**src/pkg/acpr_regs.vh**
```
// Constants for the converter power and reference control block
`ifndef ACPR_REGS_VH
`define ACPR_REGS_VH

// Register indices on the plain register port
`define ACPR_ADDR_CFG 4'h0
`define ACPR_ADDR_STATUS 4'h1
`define ACPR_ADDR_COUNT 4'h2

// Configuration register field positions and reset value
`define ACPR_CFG_SW_EN 0
`define ACPR_CFG_PD 1
`define ACPR_CFG_IMPULSE 2
`define ACPR_CFG_RST 8'h00

// Status register field positions
`define ACPR_ST_BUSY 0
`define ACPR_ST_PD 1
`define ACPR_ST_LOWI 2
`define ACPR_ST_BG 3
`define ACPR_ST_BUF 4
`define ACPR_ST_TEMP 5
`define ACPR_ST_ABORT 6

// Conversion time in ns and derived cycles at 20 MHz (50 ns period)
`define ACPR_CONV_NS 700
`define ACPR_CLK_NS 50
`define ACPR_CONV_CYC ((`ACPR_CONV_NS + `ACPR_CLK_NS - 1) / `ACPR_CLK_NS)

`endif

```
**src/verilog/acpr_ctrl.v**
```verilog
// Conversion, power-down and reference control of a SAR converter
// Functional notes
// - Falling start edge launches a conversion
// - Running conversion ignores starts and power-down
// - Chip select and read never gate starts
// - Both selects low: bandgap, buffer, sensor on
// - Ref off only: bandgap down, buffer on
// - Both selects high: bandgap and buffer down
// - Temperature sensor only in internal mode
// - Power-down waits for conversion, bus stays
// - Register power-down overrides the pin
// - Impulse mode: low current after conversion
// - Digital interface stays active in acquisition
// - Reset rise aborts, fall clears configuration
// - Busy high while converting, low when done
//
// The address-and-strobe port and the register offsets were left to the implementer.
`timescale 1ns/1ps
`include "acpr_regs.vh"
module acpr_ctrl #(
   parameter CONV_CYC = `ACPR_CONV_CYC,
   parameter CW = 8
) (
   input wire core_clk,
   input wire resetn,
   input wire conversion_start_n,
   input wire power_down_input,
   input wire internal_ref_off,
   input wire ref_buffer_off,
   input wire dev_reset,
   input wire cs_n,
   input wire rd_n,
   input wire [3:0] reg_addr,
   input wire [7:0] reg_wdata,
   input wire reg_wr,
   input wire reg_rd,
   output reg [7:0] reg_rdata,
   output reg busy,
   output reg sample_hold,
   output reg bandgap_en,
   output reg ref_buffer_en,
   output reg temp_sensor_en,
   output reg power_down_active,
   output reg low_current,
   output reg data_bus_float,
   output reg data_clear
);
   localparam ST_IDLE = 2'd0;
   localparam ST_CONV = 2'd1;
   localparam ST_RST = 2'd2;

   // Last count value, cut to the counter width on purpose
   localparam integer CONV_LAST_I = CONV_CYC - 1;
   localparam [CW-1:0] CONV_LAST = CONV_LAST_I[CW-1:0];

   wire [4:0] pins_s;
   wire start_s;
   wire pd_pin_s;
   wire refoff_s;
   wire bufoff_s;
   wire rst_s;

   reg start_prev_q;
   reg rst_prev_q;
   reg [1:0] state_q;
   reg [1:0] state_d;
   reg [CW-1:0] cnt_q;
   reg [CW-1:0] cnt_d;
   reg [7:0] cfg_q;
   reg [7:0] conv_count_q;
   reg abort_seen_q;
   reg pd_eff_q;

   // All pins are asynchronous to core_clk; start idles high
   acpr_sync #(
      .W(5),
      .INIT(5'h01)
   ) u_sync (
      .core_clk(core_clk),
      .resetn(resetn),
      .async_in({dev_reset, ref_buffer_off, internal_ref_off,
                 power_down_input, conversion_start_n}),
      .sync_out(pins_s)
   );

   assign start_s = pins_s[0];
   assign pd_pin_s = pins_s[1];
   assign refoff_s = pins_s[2];
   assign bufoff_s = pins_s[3];
   assign rst_s = pins_s[4];

   // Edge detection on synchronised copies only
   wire start_fall = start_prev_q & ~start_s;
   wire rst_rise = ~rst_prev_q & rst_s;
   wire rst_fall = rst_prev_q & ~rst_s;
   wire conv_done = (state_q == ST_CONV) && (cnt_q == CONV_LAST);

   // Requested power-down source
   wire pd_req = cfg_q[`ACPR_CFG_SW_EN] ? cfg_q[`ACPR_CFG_PD]
                                        : pd_pin_s;

   // Write strobe aimed at one register index
   function addr_hit;
      input strobe;
      input [3:0] addr;
      input [3:0] want;
      begin
         addr_hit = strobe && (addr == want);
      end
   endfunction

   // Register write decodes, shared by the writers below
   wire cfg_wr = addr_hit(reg_wr, reg_addr, `ACPR_ADDR_CFG);
   wire stat_wr = addr_hit(reg_wr, reg_addr, `ACPR_ADDR_STATUS);

   // Reference mode from the synchronised selects
   wire mode_int = ~refoff_s & ~bufoff_s;
   wire bg_on = ~refoff_s;
   wire buf_on = ~bufoff_s;

   // Status word as software sees it; bit 7 reads zero
   wire [7:0] status_word = {1'b0, abort_seen_q, temp_sensor_en,
      ref_buffer_en, bandgap_en, low_current, power_down_active, busy};

   always @(posedge core_clk) begin
      if (!resetn) begin
         start_prev_q <= 1'b1;
         rst_prev_q <= 1'b0;
      end else begin
         start_prev_q <= start_s;
         rst_prev_q <= rst_s;
      end
   end

   // Conversion sequencer; cs_n and rd_n deliberately not consulted
   always @* begin
      state_d = state_q;
      cnt_d = cnt_q;
      case (state_q)
         ST_IDLE: begin
            // Power-down blocks new starts only while idle
            if (rst_rise) begin
               state_d = ST_RST;
            end else if (start_fall && !pd_eff_q) begin
               state_d = ST_CONV;
               cnt_d = {CW{1'b0}};
            end
         end
         ST_CONV: begin
            // Further start edges and power-down are ignored here
            if (rst_rise) begin
               state_d = ST_RST;
            end else if (conv_done) begin
               state_d = ST_IDLE;
            end else begin
               cnt_d = cnt_q + 1'b1;
            end
         end
         ST_RST: begin
            if (rst_fall) begin
               state_d = ST_IDLE;
            end
         end
         default: begin
            state_d = ST_IDLE;
         end
      endcase
   end

   always @(posedge core_clk) begin
      if (!resetn) begin
         state_q <= ST_IDLE;
         cnt_q <= {CW{1'b0}};
      end else begin
         state_q <= state_d;
         cnt_q <= cnt_d;
      end
   end

   // Effective power-down only updates outside a conversion
   always @(posedge core_clk) begin
      if (!resetn) begin
         pd_eff_q <= 1'b0;
      end else if (state_d != ST_CONV) begin
         pd_eff_q <= pd_req;
      end
   end

   // Configuration register; device reset clears it on falling edge
   always @(posedge core_clk) begin
      if (!resetn) begin
         cfg_q <= `ACPR_CFG_RST;
      end else if (rst_fall) begin
         cfg_q <= `ACPR_CFG_RST;
      end else if (cfg_wr) begin
         cfg_q <= {5'h00, reg_wdata[2:0]};
      end
   end

   // Completed conversion counter and sticky abort flag
   always @(posedge core_clk) begin
      if (!resetn) begin
         conv_count_q <= 8'h00;
         abort_seen_q <= 1'b0;
      end else begin
         if (conv_done && !rst_rise) begin
            conv_count_q <= conv_count_q + 8'h01;
         end
         // Set wins over a clear in the same cycle
         if (state_q == ST_CONV && rst_rise) begin
            abort_seen_q <= 1'b1;
         end else if (stat_wr && reg_wdata[`ACPR_ST_ABORT]) begin
            abort_seen_q <= 1'b0;
         end
      end
   end

   // Register read port; answers even while powered down
   always @(posedge core_clk) begin
      if (!resetn) begin
         reg_rdata <= 8'h00;
      end else if (reg_rd) begin
         case (reg_addr)
            `ACPR_ADDR_CFG: reg_rdata <= cfg_q;
            `ACPR_ADDR_STATUS: reg_rdata <= status_word;
            `ACPR_ADDR_COUNT: reg_rdata <= conv_count_q;
            default: reg_rdata <= 8'h00;
         endcase
      end else begin
         reg_rdata <= 8'h00;
      end
   end

   // Busy follows the next state, so it rises with the start
   always @(posedge core_clk) begin
      if (!resetn) begin
         busy <= 1'b0;
      end else begin
         busy <= (state_d == ST_CONV);
      end
   end

   // Sampling instant is the start edge itself
   always @(posedge core_clk) begin
      if (!resetn) begin
         sample_hold <= 1'b0;
      end else begin
         sample_hold <= (state_q == ST_IDLE) && (state_d == ST_CONV);
      end
   end

   // Power-down shows only between conversions
   always @(posedge core_clk) begin
      if (!resetn) begin
         power_down_active <= 1'b0;
      end else begin
         power_down_active <= pd_eff_q && (state_d != ST_CONV);
      end
   end

   // Impulse mode drops current whenever not converting;
   // the register port keeps running meanwhile
   always @(posedge core_clk) begin
      if (!resetn) begin
         low_current <= 1'b0;
      end else begin
         low_current <= cfg_q[`ACPR_CFG_IMPULSE] &&
                        (state_d != ST_CONV);
      end
   end

   // Bandgap on unless its select is high or powered down
   always @(posedge core_clk) begin
      if (!resetn) begin
         bandgap_en <= 1'b1;
      end else begin
         bandgap_en <= bg_on & ~pd_eff_q;
      end
   end

   // Buffer on unless its select is high or powered down
   always @(posedge core_clk) begin
      if (!resetn) begin
         ref_buffer_en <= 1'b1;
      end else begin
         ref_buffer_en <= buf_on & ~pd_eff_q;
      end
   end

   // Sensor needs the full internal reference path
   always @(posedge core_clk) begin
      if (!resetn) begin
         temp_sensor_en <= 1'b1;
      end else begin
         temp_sensor_en <= mode_int & ~pd_eff_q;
      end
   end

   // Data bus floats while device reset is high
   always @(posedge core_clk) begin
      if (!resetn) begin
         data_bus_float <= 1'b0;
      end else begin
         data_bus_float <= (state_d == ST_RST);
      end
   end

   // One-cycle clear pulse on the reset fall
   always @(posedge core_clk) begin
      if (!resetn) begin
         data_clear <= 1'b0;
      end else begin
         data_clear <= rst_fall;
      end
   end
endmodule

```
**src/verilog/acpr_sync.v**
```verilog
// Two-flop synchroniser bank for asynchronous pin inputs
`timescale 1ns/1ps
module acpr_sync #(
   parameter W = 1,
   parameter [W-1:0] INIT = {W{1'b0}}
) (
   input wire core_clk,
   input wire resetn,
   input wire [W-1:0] async_in,
   output wire [W-1:0] sync_out
);
   reg [W-1:0] meta_q;
   reg [W-1:0] sync_q;

   // First stage feeds only the second stage
   always @(posedge core_clk) begin
      if (!resetn) begin
         meta_q <= INIT;
         sync_q <= INIT;
      end else begin
         meta_q <= async_in;
         sync_q <= meta_q;
      end
   end

   assign sync_out = sync_q;
endmodule

```
**config.mk**
```make
export PLATFORM = sky130hd
export DESIGN_NAME = acpr_ctrl
export DESIGN_NICKNAME = d
export VERILOG_FILES = /design/src/verilog/acpr_ctrl.v /design/src/verilog/acpr_sync.v
export VERILOG_INCLUDE_DIRS = /design/src /design/src/pkg
export SDC_FILE = /design/constraint.sdc
export NUM_CORES = 1
export LEC_CHECK = 0
export BUFFER_PORTS_ARGS = -buffer_cell sky130_fd_sc_hd__buf_4
export CORE_ASPECT_RATIO = 1.2
export CORE_MARGIN = 2
export CORE_UTILIZATION = 48
export DETAILED_ROUTE_END_ITERATION = 6
export PLACE_DENSITY = 0.74
export SYNTH_ARGS = -nofsm -noshare
export SYNTH_HDL_FRONTEND = slang
export SYNTH_SLANG_ARGS = --single-unit
```
**constraint.sdc**
```tcl
create_clock -name core_clk -period 1.7 [get_ports core_clk]
set_clock_uncertainty 0.05 [all_clocks]
set_input_delay 0.085 -clock core_clk [delete_from_list [all_inputs] [get_ports core_clk]]
set_output_delay 0.085 -clock core_clk [all_outputs]
set_load 0.02 [all_outputs]
```
==> flow_summary_export.csv, run 1 <==
group,metric,value,unit
status,status,"complete, but fails checks",
status,failed_checks,"negative setup slack",
placed_design,place.gp.congestion,0.845,
setup_path,critical_path_buf_inv_count,0,
timing,period_needed,1820,ps
layout,multi_input_comb_area,958,um^2
synth,syn_inst,205,
setup_path,slowest_delay,420,ps
grt,antenna_found_initial,0,
detailed_routing,viasPerCell,5.15,
clocking,cts_buffers,5,
setup_path,critPathKind,"reg -> reg",
timing,finalWorstSetupSlack,-121,ps
timing,finalSetupViolations,5,
setup_path,critical_path_arrival,2010,ps
synth,yosysTopAreaCellShare,53.5,%
synth,ys_warn_count,0,
detailed_routing,firstDrtPassIters,4,
setup_path,rrSetupSlack,-120,ps
clocking,tritoncts,"yes",
clocking,clock_path_buffers,2,
timing,final-hold-violation-count,0,
layout,nFillCells,311,
layout,final_layout_size_suffix_gt1_share,31.4,%
detailed_routing,antenna_left,0,
timing,worst_slew_pin_slew,489,ps
setup_path,cp.required,1890,ps
placed_design,io_buffers,33,
synth,netlist_top_cells_area,"dfxtp_1 54%, nor2_1 5.6%, mux2i_1 4.1%, and2_1 3.9%, a21oi_1 3.1%",
clocking,clock_sinks,52,
die,placementRows,25,
die,die_w,62.1,um
timing,fmax,549,MHz
grt,grt_util_met3,5.05,%
synth,yosysTopAreaCell,"dfxtp_1",
setup_path,path_cells,"or3b_4, nor4_4, a21oi_2, or4_1, a21oi_1",
synth,syn_avg_cell_area,9.48,um^2
grt,met2_usage,35.4,%
setup_path,cp-end-kind,"register",
clocking,h-tree-depth,2,
layout,final-seq-area,1040,um^2
clocking,clock_latency,310,ps
detailed_routing,avgRoutedWirePerCell,13.4,um
timing,whs,0.722,ps
detailed_routing,drc,0,
grt,grt_pass1_vias,1556,
clocking,cts_root_buf,"clkbuf_8",
timing,grt_setup_unrepaired,"true",
grt,grt_use_total,19.7,%
timing,slew_viol_final,0,
layout,nets,296,
pwr,p_leak,1.13,nW
pwr,vdd_ir_drop_max,570,uV
detailed_routing,wl,4.34,mm
synth,ys_seq_elements,52,
setup_path,rr_startpoint,"u_sync.sync_out[0]",
synth,seq_area_frac_synth,53.5,%
hold_path,hp-start,"reg_wdata[0]",
die,core_region_area,3910,um^2
grt,use_met1,22.6,%
die,dieHeight,73.7,um
setup_path,cpLargestDelayFamily,"simple AND/OR/NAND/NOR gates",
pwr,power.density,818,nW/um^2
timing,period_share,107,%
detailed_routing,drt_iter0_markers,91,
die,start_util,49.7,%
grt,grt.busiest_layer,"met2",
clocking,clkTransAtPathRegs,100,ps
synth,yosys.cell_types.count,31,
pwr,power.total,2.20,mW
setup_path,cp_max_fo,7,
setup_path,slowest_stage,"or4_1",
detailed_routing,vias,1675,
synth,synth_fp_nets,231,
hold_path,min_path_type,"in -> reg",
grt,grt-ovfl-total,0,
setup_path,cp-startpoint,"u_sync.sync_out[0]",
grt,grt_max_degree,26,
synth,syn_area,1940,um^2
placed_design,pre_cts_ws,-159,ps
die,io-pin-count,40,
layout,areaGrowthSynthToFinish,38.1,%
layout,diodes,0,
placed_design,dp_hpwl,2.80,mm
die,die_area,4580,um^2
flow_run,max_cap_violations,0,
grt,grt_pass1_wl,7.14,mm
timing,slew_headroom,67.3,%
setup_path,startpoint_type,"register",
cells in the final DEF (no fill, tap or decap), types with 3 or more instances in the layout:
cell type / Yosys / routed
a21oi_1: 12 / 10
a21oi_2: 1 / 3
a22oi_1: 5 / 5
and2_1: 12 / 12
and3_1: 4 / 3
buf_4: 0 / 56
clkbuf_8: 0 / 5
dfxtp_1: 52 / 50
dlygate4sd3_1: 0 / 7
ha_1: 3 / 3
inv_1: 5 / 5
mux2i_1: 8 / 8
nand2_1: 8 / 8
nand2b_1: 4 / 3
nand3_1: 9 / 8
nand4_1: 5 / 5
nor2_1: 29 / 29
nor3_4: 0 / 3
o21ai_0: 3 / 3
o21ai_1: 7 / 7
o31ai_1: 4 / 4
or4_1: 5 / 3
xor2_1: 5 / 5
where the power goes:
group,internal (mW),total [mW],switching (mW)
combinational,0.110,0.217,0.107
sequential,1.25,1.27,0.0182
clock,0.296,0.713,0.417
total,1.66,2.20,0.542
flip-flops by register name (all words and copies together) (netlist names):
name	cells
abort_seen_q	1
bandgap_en	1
busy	1
cfg_q	3
cnt_q	8
conv_count_q	8
data_bus_float	1
data_clear	1
low_current	1
pd_eff_q	1
power_down_active	1
ref_buffer_en	1
reg_rdata	8
rst_prev_q	1
sample_hold	1
start_prev_q	1
state_q	2
temp_sensor_en	1
u_sync.meta_q	5
u_sync.sync_out	5
logic make-up after synthesis:
logic type                 synth area share (%)
and+or+nand+nor                            25.1
DFF                                        53.5
AOI/OAI and AO/OA                          9.59
buffers and inverters                      2.57
muxes                                      4.12
xor gates and xnor gates                   3.15
adders and majority gates                  1.93
worst reg2reg max path: stages (launching register included):
cell and delay, ps:
dfxtp_1 320, or3b_4 400, nor4_4 280, a21oi_2 130
or4_1 420, a21oi_1 150
cells in the mapped netlist:
cell / number
nand2b_1: 4
buf_2: 1
nand4_1: 5
o21ai_1: 7
nor3_2: 1
nor4b_1: 1
a21oi_2: 1
nor4_4: 1
xnor2_1: 2
or3_1: 3
nor2b_1: 3
a21oi_1: 12
o21ai_0: 3
inv_1: 5
nor2_1: 29
o31ai_1: 4
ha_1: 3
or4_1: 5
mux2i_1: 8
inv_2: 1
and3_1: 4
xor2_1: 5
a22oi_1: 5
nand2_1: 8
nor4_1: 1
dfxtp_1: 52
nor3_1: 3
or3b_4: 1
nand3_1: 9
and2_1: 12
clkbuf_1: 6
layer usage:
layer,up-vias,wire length [um]
met5,-,0
met4,0,87
met3,8,181
met2,41,2230
met1,789,1840
li1,837,-
what timing repair did:
action | 4_1_cts | 5_1_grt
pin swaps | 4 | 3
setup buffers | 1 | 2
endpoints found under the hold margin | 7 | 0
hold buffers | 7 | 0
cloned | 0 | 1
resized for setup | 7 | 14
endpoints found under the setup margin | 14 | 17
worst paths after layout:
path                                      endpoint  cells after the start
worst max-delay path                      cnt_q[7]                      5
worst min-delay path                      cfg_q[0]                      3
worst max register to register            cnt_q[7]                      5
worst min register to register  u_sync.sync_out[0]                      1
metrics by stage:
step / cells / instance area (um^2) / TNS (ps) / util, %
floorplan: 205 / 1950 / -94.6 / -
global placement: 306 / 2390 / -934 / 61.2
global route: 325 / 2690 / -1010 / 68.7
CTS: 322 / 2600 / -93.1 / 66.4
finish: 325 / 2690 / -371 / 68.7
detailed placement: 306 / 2390 / -1360 / 61.2
cell type report:
type	count	share of cell area (%)
flip-flops and latches	52	38.9
multi-input cells	141	35.7
repair buffers	64	18.7
clock buffers	5	2.56
well taps	54	2.52
clock inverters	3	0.839
inverters	6	0.839
(Power assumes the default switching activity.)
==> run 2: changes to the inputs <==
Settings changed: HOLD_SLACK_MARGIN from default to 0.12.
==> run 2 against run 1 <==
Effect of this change:
- the flow still finishes with violations (negative setup slack)
- sequential cell count is the same
- critical path depth stayed put
- sequential share of layout area decreased by 1.4 points
- first-iteration DRC count rose by 27%
- clock-buffer cell count stayed put
- non-clock buffer count grew 10
- cell area is 3.7% higher
- fmax increased by 0.37%
- setup slack better by 6.7 ps
- via count rose by 3.6%
- combinational power up 9%
- die area unchanged
- critical path type unchanged
- critical endpoint unchanged
- largest cell class unchanged
- largest power group unchanged
==> flow_summary_export.csv, run 2 (synthesis gave the netlist of run 1 again) <==
group,metric,value,unit
status,status,"complete, but fails checks",
status,failed_checks,"negative setup slack",
layout,final_layout_size_suffix_gt1_share,30.2,%
timing,finalWorstSetupSlack,-114,ps
pwr,intPower,1.67,mW
setup_path,cp_max_fo,7,
clocking,clock_sinks,52,
timing,worst_slew_pin_slew,485,ps
setup_path,rr_startpoint,"u_sync.sync_out[0]",
grt,grt_use_total,20.7,%
timing,grt_setup_unrepaired,"true",
detailed_routing,viasPerCell,5.18,
pwr,power_switching,0.548,mW
flow_run,max_cap_violations,0,
layout,diodes,0,
layout,mostFrequentLayoutCell,"buf_4",
hold_path,hold_path_end,"abort_seen_q",
grt,grt_max_degree,26,
setup_path,cp.required,1890,ps
detailed_routing,wl,4.50,mm
clocking,cts_buffers,5,
placed_design,io_buffers,33,
grt,grt_pass1_vias,1642,
pwr,vdd_ir_drop_max,574,uV
die,placementRows,25,
detailed_routing,vias,1735,
die,die_area,4580,um^2
placed_design,dpl_cell_area,2390,um^2
layout,final_cell_mix,"56 x buf_4, 50 x dfxtp_1, 29 x nor2_1",
setup_path,rrSetupSlack,-110,ps
layout,nets,306,
placed_design,dp_hpwl,2.80,mm
grt,grt-ovfl-total,0,
detailed_routing,firstDrtPassIters,4,
setup_path,critical_path_arrival,2010,ps
die,dieHeight,73.7,um
timing,finalSetupViolations,5,
detailed_routing,avgRoutedWirePerCell,13.4,um
placed_design,place_inst,306,
layout,largestRegisters,"cnt_q (8), conv_count_q (8), reg_rdata (8)",
pwr,power.total,2.22,mW
timing,slew_viol_final,0,
layout,multi_input_comb_area,958,um^2
placed_design,place.gp.congestion,0.845,
setup_path,reg2regPathDepth,5,
grt,grt_pass1_wl,7.49,mm
hold_path,min_path_type,"in -> reg",
clocking,clock_latency,310,ps
setup_path,critPathKind,"reg -> reg",
setup_path,cp-end-kind,"register",
detailed_routing,antenna_left,0,
pwr,seqPwrFrac,57.1,%
clocking,tritoncts,"yes",
hold_path,hp-start,"reg_addr[2]",
pwr,p_clk_share,32.2,%
die,io-pin-count,40,
pwr,power.density,797,nW/um^2
hold_path,min_path_cells,5,
detailed_routing,drc,0,
layout,stdcell_area,2790,um^2
timing,final-hold-violation-count,0,
pwr,p_leak,1.18,nW
layout,areaGrowthSynthToFinish,43.2,%
layout,final-seq-area,1040,um^2
die,die_w,62.1,um
die,core_region_area,3910,um^2
setup_path,r2r-end,"cnt_q[7]",
layout,final_core_utilization,71.2,%
timing,finalSetupTns,-325,ps
die,start_util,49.7,%
clocking,h-tree-depth,2,
grt,antenna_found_initial,0,
timing,period_share,107,%
pwr,switching_share,24.7,%
timing,period_needed,1810,ps
setup_path,startpoint_type,"register",
clocking,clock_path_buffers,2,
timing,slew_headroom,67.6,%
clocking,clkTransAtPathRegs,100,ps
layout,finalNonFillerCells,335,
layout,nFillCells,302,
clocking,cts_root_buf,"clkbuf_8",
timing,fmax,551,MHz
detailed_routing,drt_iter0_markers,116,
pwr,p_comb_share,10.6,%
run 2: stage by stage:
stage	worst slack (ps)	hold slack (ps)
after floorplan	-31.5	108
final	-114	144
after global routing	-199	195
after CTS	-35.1	139
after global placement	-118	219
after detailed placement	-159	222
run 2: what timing repair did:
item / 4_1_cts / 5_1_grt
endpoints found under the setup margin: 14 / 17
hold buffers: 17 / 0
buffers inserted: 1 / 2
cloned: 0 / 1
hold endpoints to repair: 26 / 0
pin swaps: 4 / 3
resized for setup: 7 / 14
run 2: area by class of cell:
type | count | share of cell area [%]
Timing Repair Buffer | 74 | 21.6
Sequential cell | 52 | 37.5
Inverter | 6 | 0.809
Multi-Input combinational cell | 141 | 34.4
Clock buffer | 5 | 2.47
Clock inverter | 3 | 0.809
Tap cell | 54 | 2.43
run 2: per-layer routing:
metal	track usage (%)	vias up	part of all wire (%)
li1	-	858	-
met5	0	-	0
met2	38.8	54	53
met1	22.9	812	41
met4	8.15	0	2.1
met3	4.75	11	4.2
run 2: worst max-delay path: stages (launching register included):
cell     delay, ps
dfxtp_1        330
or3b_4         400
nor4_4         270
a21oi_2        130
or4_1          420
a21oi_1        150
run 2: how the worst max path moves through the flow:
stage                     slack, ps  cells after the start       end                from
final                          -110                      5  cnt_q[7]  u_sync.sync_out[0]
after global routing           -200                      5  cnt_q[7]  u_sync.sync_out[0]
after CTS                       -40                      5  cnt_q[5]  u_sync.sync_out[0]
after detailed placement       -160                      6  pd_eff_q            cnt_q[4]
after global placement         -120                      5  cnt_q[5]  u_sync.sync_out[0]
after floorplan                 -30                      5  cnt_q[6]            pd_eff_q
run 2: power by group through the flow:
| stage | sequential [mW] | clock [mW] | combinational (mW) |
|---|---|---|---|
| floorplan | 1.31 | 0 | 0.0851 |
| global placement | 1.29 | 0 | 0.182 |
| detailed placement | 1.29 | 0 | 0.184 |
| CTS | 1.27 | 0.728 | 0.222 |
| global route | 1.27 | 0.770 | 0.258 |
| finish | 1.27 | 0.715 | 0.236 |
==> run 3: changes to the inputs <==
Settings changed: CAP_MARGIN from default to 0, CTS_BUF_LIST from default to sky130_fd_sc_hd__clkbuf_8 sky130_fd_sc_hd__clkbuf_16, SYNTH_HIERARCHICAL from default to 1.
==> run 3 against run 2 <==
Effect of this change:
- the run still ends with negative setup slack left
- sequential share of layout area increased by 2.6 points
- wire length fell by 16%
- largest cell class unchanged
- critical path type unchanged
- utilization down 4.8 points
- fmax grew 6.5%
- via count is 11% lower
==> flow_summary_export.csv, run 3 <==
group,metric,value,unit
status,status,"complete, but fails checks",
status,failed_checks,"negative setup slack",
setup_path,cp_max_fo,4,
layout,largestRegisters,"cnt_q (8), conv_count_q (8), reg_rdata (8)",
die,io-pin-count,40,
clocking,clock_path_buffers,2,
grt,grt_pass1_vias,1374,
placed_design,place.gp.congestion,0.824,
synth,syn_avg_cell_area,9.72,um^2
layout,diodes,0,
pwr,switching_share,20.9,%
timing,period_share,100,%
layout,nets,283,
timing,whs,138,ps
placed_design,pre_cts_ws,-70.3,ps
synth,synth_top_family_by_area,"simple AND/OR/NAND/NOR gates",
detailed_routing,viasPerCell,4.99,
synth,synth_common_cells,"52 x dfxtp_1, 20 x and2_1, 18 x nor2_1, 11 x a21oi_1, 10 x o21ai_0",
timing,slew_viol_final,0,
setup_path,slowest_delay,370,ps
layout,mostFrequentLayoutCell,"dfxtp_1",
timing,finalSetupViolations,1,
timing,period_needed,1700,ps
timing,finalWorstSetupSlack,-2.72,ps
setup_path,slowest_stage,"or3_4",
synth,synth_edf_count,0,
synth,seq_area_frac_synth,53.5,%
setup_path,startpoint_type,"register",
pwr,p_leak,1.08,nW
hold_path,min_path_type,"in -> reg",
layout,final_layout_size_suffix_gt1_share,26.2,%
synth,syn_inst,200,
placed_design,dp_hpwl,2.44,mm
clocking,clock_sinks,52,
detailed_routing,drt_iter0_markers,66,
synth,synth.most_common_cell,"dfxtp_1",
layout,areaGrowthSynthToFinish,33.7,%
pwr,power.density,861,nW/um^2
synth,syn_area,1940,um^2
synth,synthXorXnorAreaFrac,3.15,%
grt,grt-ovfl-total,0,
grt,grt_max_degree,38,
detailed_routing,vias,1548,
detailed_routing,avgRoutedWirePerCell,12.1,um
synth,synth_compound_area_share,8.69,%
die,die_w,62.1,um
grt,grt_use_total,16.9,%
pwr,power_switching,0.467,mW
clocking,cts_root_buf,"clkbuf_8",
setup_path,cp.required,1890,ps
layout,finalNonFillerCells,310,
setup_path,path_cells,"inv_2, ha_2, and4b_1, and2_4, o21a_4, or3_4, a21oi_2",
timing,grt_setup_unrepaired,"true",
synth,async_reset_ff_share,0,%
pwr,vdd_ir_drop_max,498,uV
pwr,seqPwrFrac,56.3,%
die,dieHeight,73.7,um
hold_path,hp-start,"reg_wdata[6]",
setup_path,critical_path_arrival,1890,ps
setup_path,cp-end-kind,"register",
pwr,p_comb_share,8.7,%
grt,grt_pass1_wl,6.05,mm
pwr,power.total,2.24,mW
synth,synthAdderAreaFrac,1.93,%
synth,yosysTopAreaCellShare,53.5,%
setup_path,rr_startpoint,"cnt_q[1]",
flow_run,max_cap_violations,0,
grt,antenna_found_initial,0,
clocking,clkTransAtPathRegs,80,ps
die,start_util,49.7,%
synth,ys_warn_count,6,
die,placementRows,25,
die,die_area,4580,um^2
clocking,h-tree-depth,2,
synth,synth_fp_nets,226,
detailed_routing,wl,3.76,mm
synth,yosys.cell_types.count,30,
clocking,tritoncts,"yes",
synth,synth_mux_area_share,4.63,%
detailed_routing,firstDrtPassIters,4,
layout,final_cell_mix,"51 x dfxtp_1, 43 x buf_4, 20 x and2_1",
timing,worst_slew_pin_slew,492,ps
timing,slew_headroom,67.1,%
synth,ys_seq_elements,52,
setup_path,cp-startpoint,"cnt_q[1]",
setup_path,critPathKind,"reg -> reg",
synth,yosysTopAreaCell,"dfxtp_1",
placed_design,io_buffers,33,
pwr,p_clk_share,35.0,%
detailed_routing,drc,0,
synth,netlist_top_cells_area,"dfxtp_1 54%, and2_1 6.4%, mux2i_1 4.6%, nor2_1 3.5%, nand4_1 2.9%",
synth,synthSimpleGateAreaFrac,25.5,%
detailed_routing,antenna_left,0,
pwr,intPower,1.77,mW
timing,final-hold-violation-count,0,
timing,fmax,587,MHz
die,core_region_area,3910,um^2
clocking,cts_buffers,5,
placed_design,place_inst,288,
clocking,clock_latency,300,ps
synth,ys.flop_type,"dfxtp_1",
[run 3: changes by cell type after synthesis, moves of 3 or more]
cell     delta
or3_1       +3
and2_1      +8
nand4_1     +4
or4_1       -5
o21ai_1     -7
o31ai_1     -3
xor2_1      -4
nand3_1     -5
nor2b_1     +6
o21ai_0     +7
xnor2_1     +4
nor2_1     -11
[run 3: cell type report]
type                            count  area [um^2]
Clock buffer                        5         68.8
Clock inverter                      1         30.0
Fill cell                         330         1310
Inverter                            4         15.0
Multi-Input combinational cell    138          921
Sequential cell                    52         1040
Tap cell                           54         67.6
Timing Repair Buffer               56          454
[run 3: power groups by stage]
stage	sequential, mW	clock [mW]	combinational [mW]
after floorplan	1.30	0	0.0692
after global placement	1.29	0	0.149
after detailed placement	1.29	0	0.151
after CTS	1.26	0.799	0.174
after global routing	1.26	0.856	0.213
final	1.26	0.784	0.195
[run 3: what timing repair did]
item	CTS	global route
setup buffers	0	3
resized for setup	2	23
gates cloned	0	1
hold buffers	11	1
pin swaps	0	6
hold endpoints to repair	18	1
setup endpoints to repair	9	13
[run 3: logic make-up after synthesis]
family / Yosys count
mux: 9
compound gates: 29
flops: 52
fa+ha+maj: 3
xor+xnor: 7
buf+inv: 11
simple gates: 89
[run 3: critical path, delay by kind of cell (launching register included)]
family / cells / cell delay [ps]
AND/OR/NAND/NOR: 3 / 730
AO/OA/AOI/OAI: 2 / 340
adder cells (fa/ha/maj): 1 / 140
flip-flops: 1 / 340
buffers and inverters: 1 / 30
[run 3: final timing paths]
path,to,slack [ps],depth (start not counted)
worst max-delay path,cnt_q[6],-3,7
worst max register to register,cnt_q[6],-3,7
worst min register to register,u_sync/sync_out[0],370,1
worst min-delay path,abort_seen_q,140,4
[run 3: per-stage QoR]
step | util, % | setup TNS [ps] | area, um^2
floorplan | - | -20.0 | 1950
global placement | 58.5 | -26.9 | 2290
detailed placement | 58.5 | -245 | 2290
CTS | 64.0 | 0 | 2500
global route | 66.5 | -257 | 2600
finish | 66.5 | -2.72 | 2600
[run 3: routing by layer]
metal	part of all wire, %	up-vias	global-route usage (%)	routed length, um
met5	0	-	0	0
met2	45	48	27.3	1690
met4	1.6	0	7.41	59
li1	-	802	-	-
met1	48	692	20.8	1800
met3	5.7	6	5.51	214
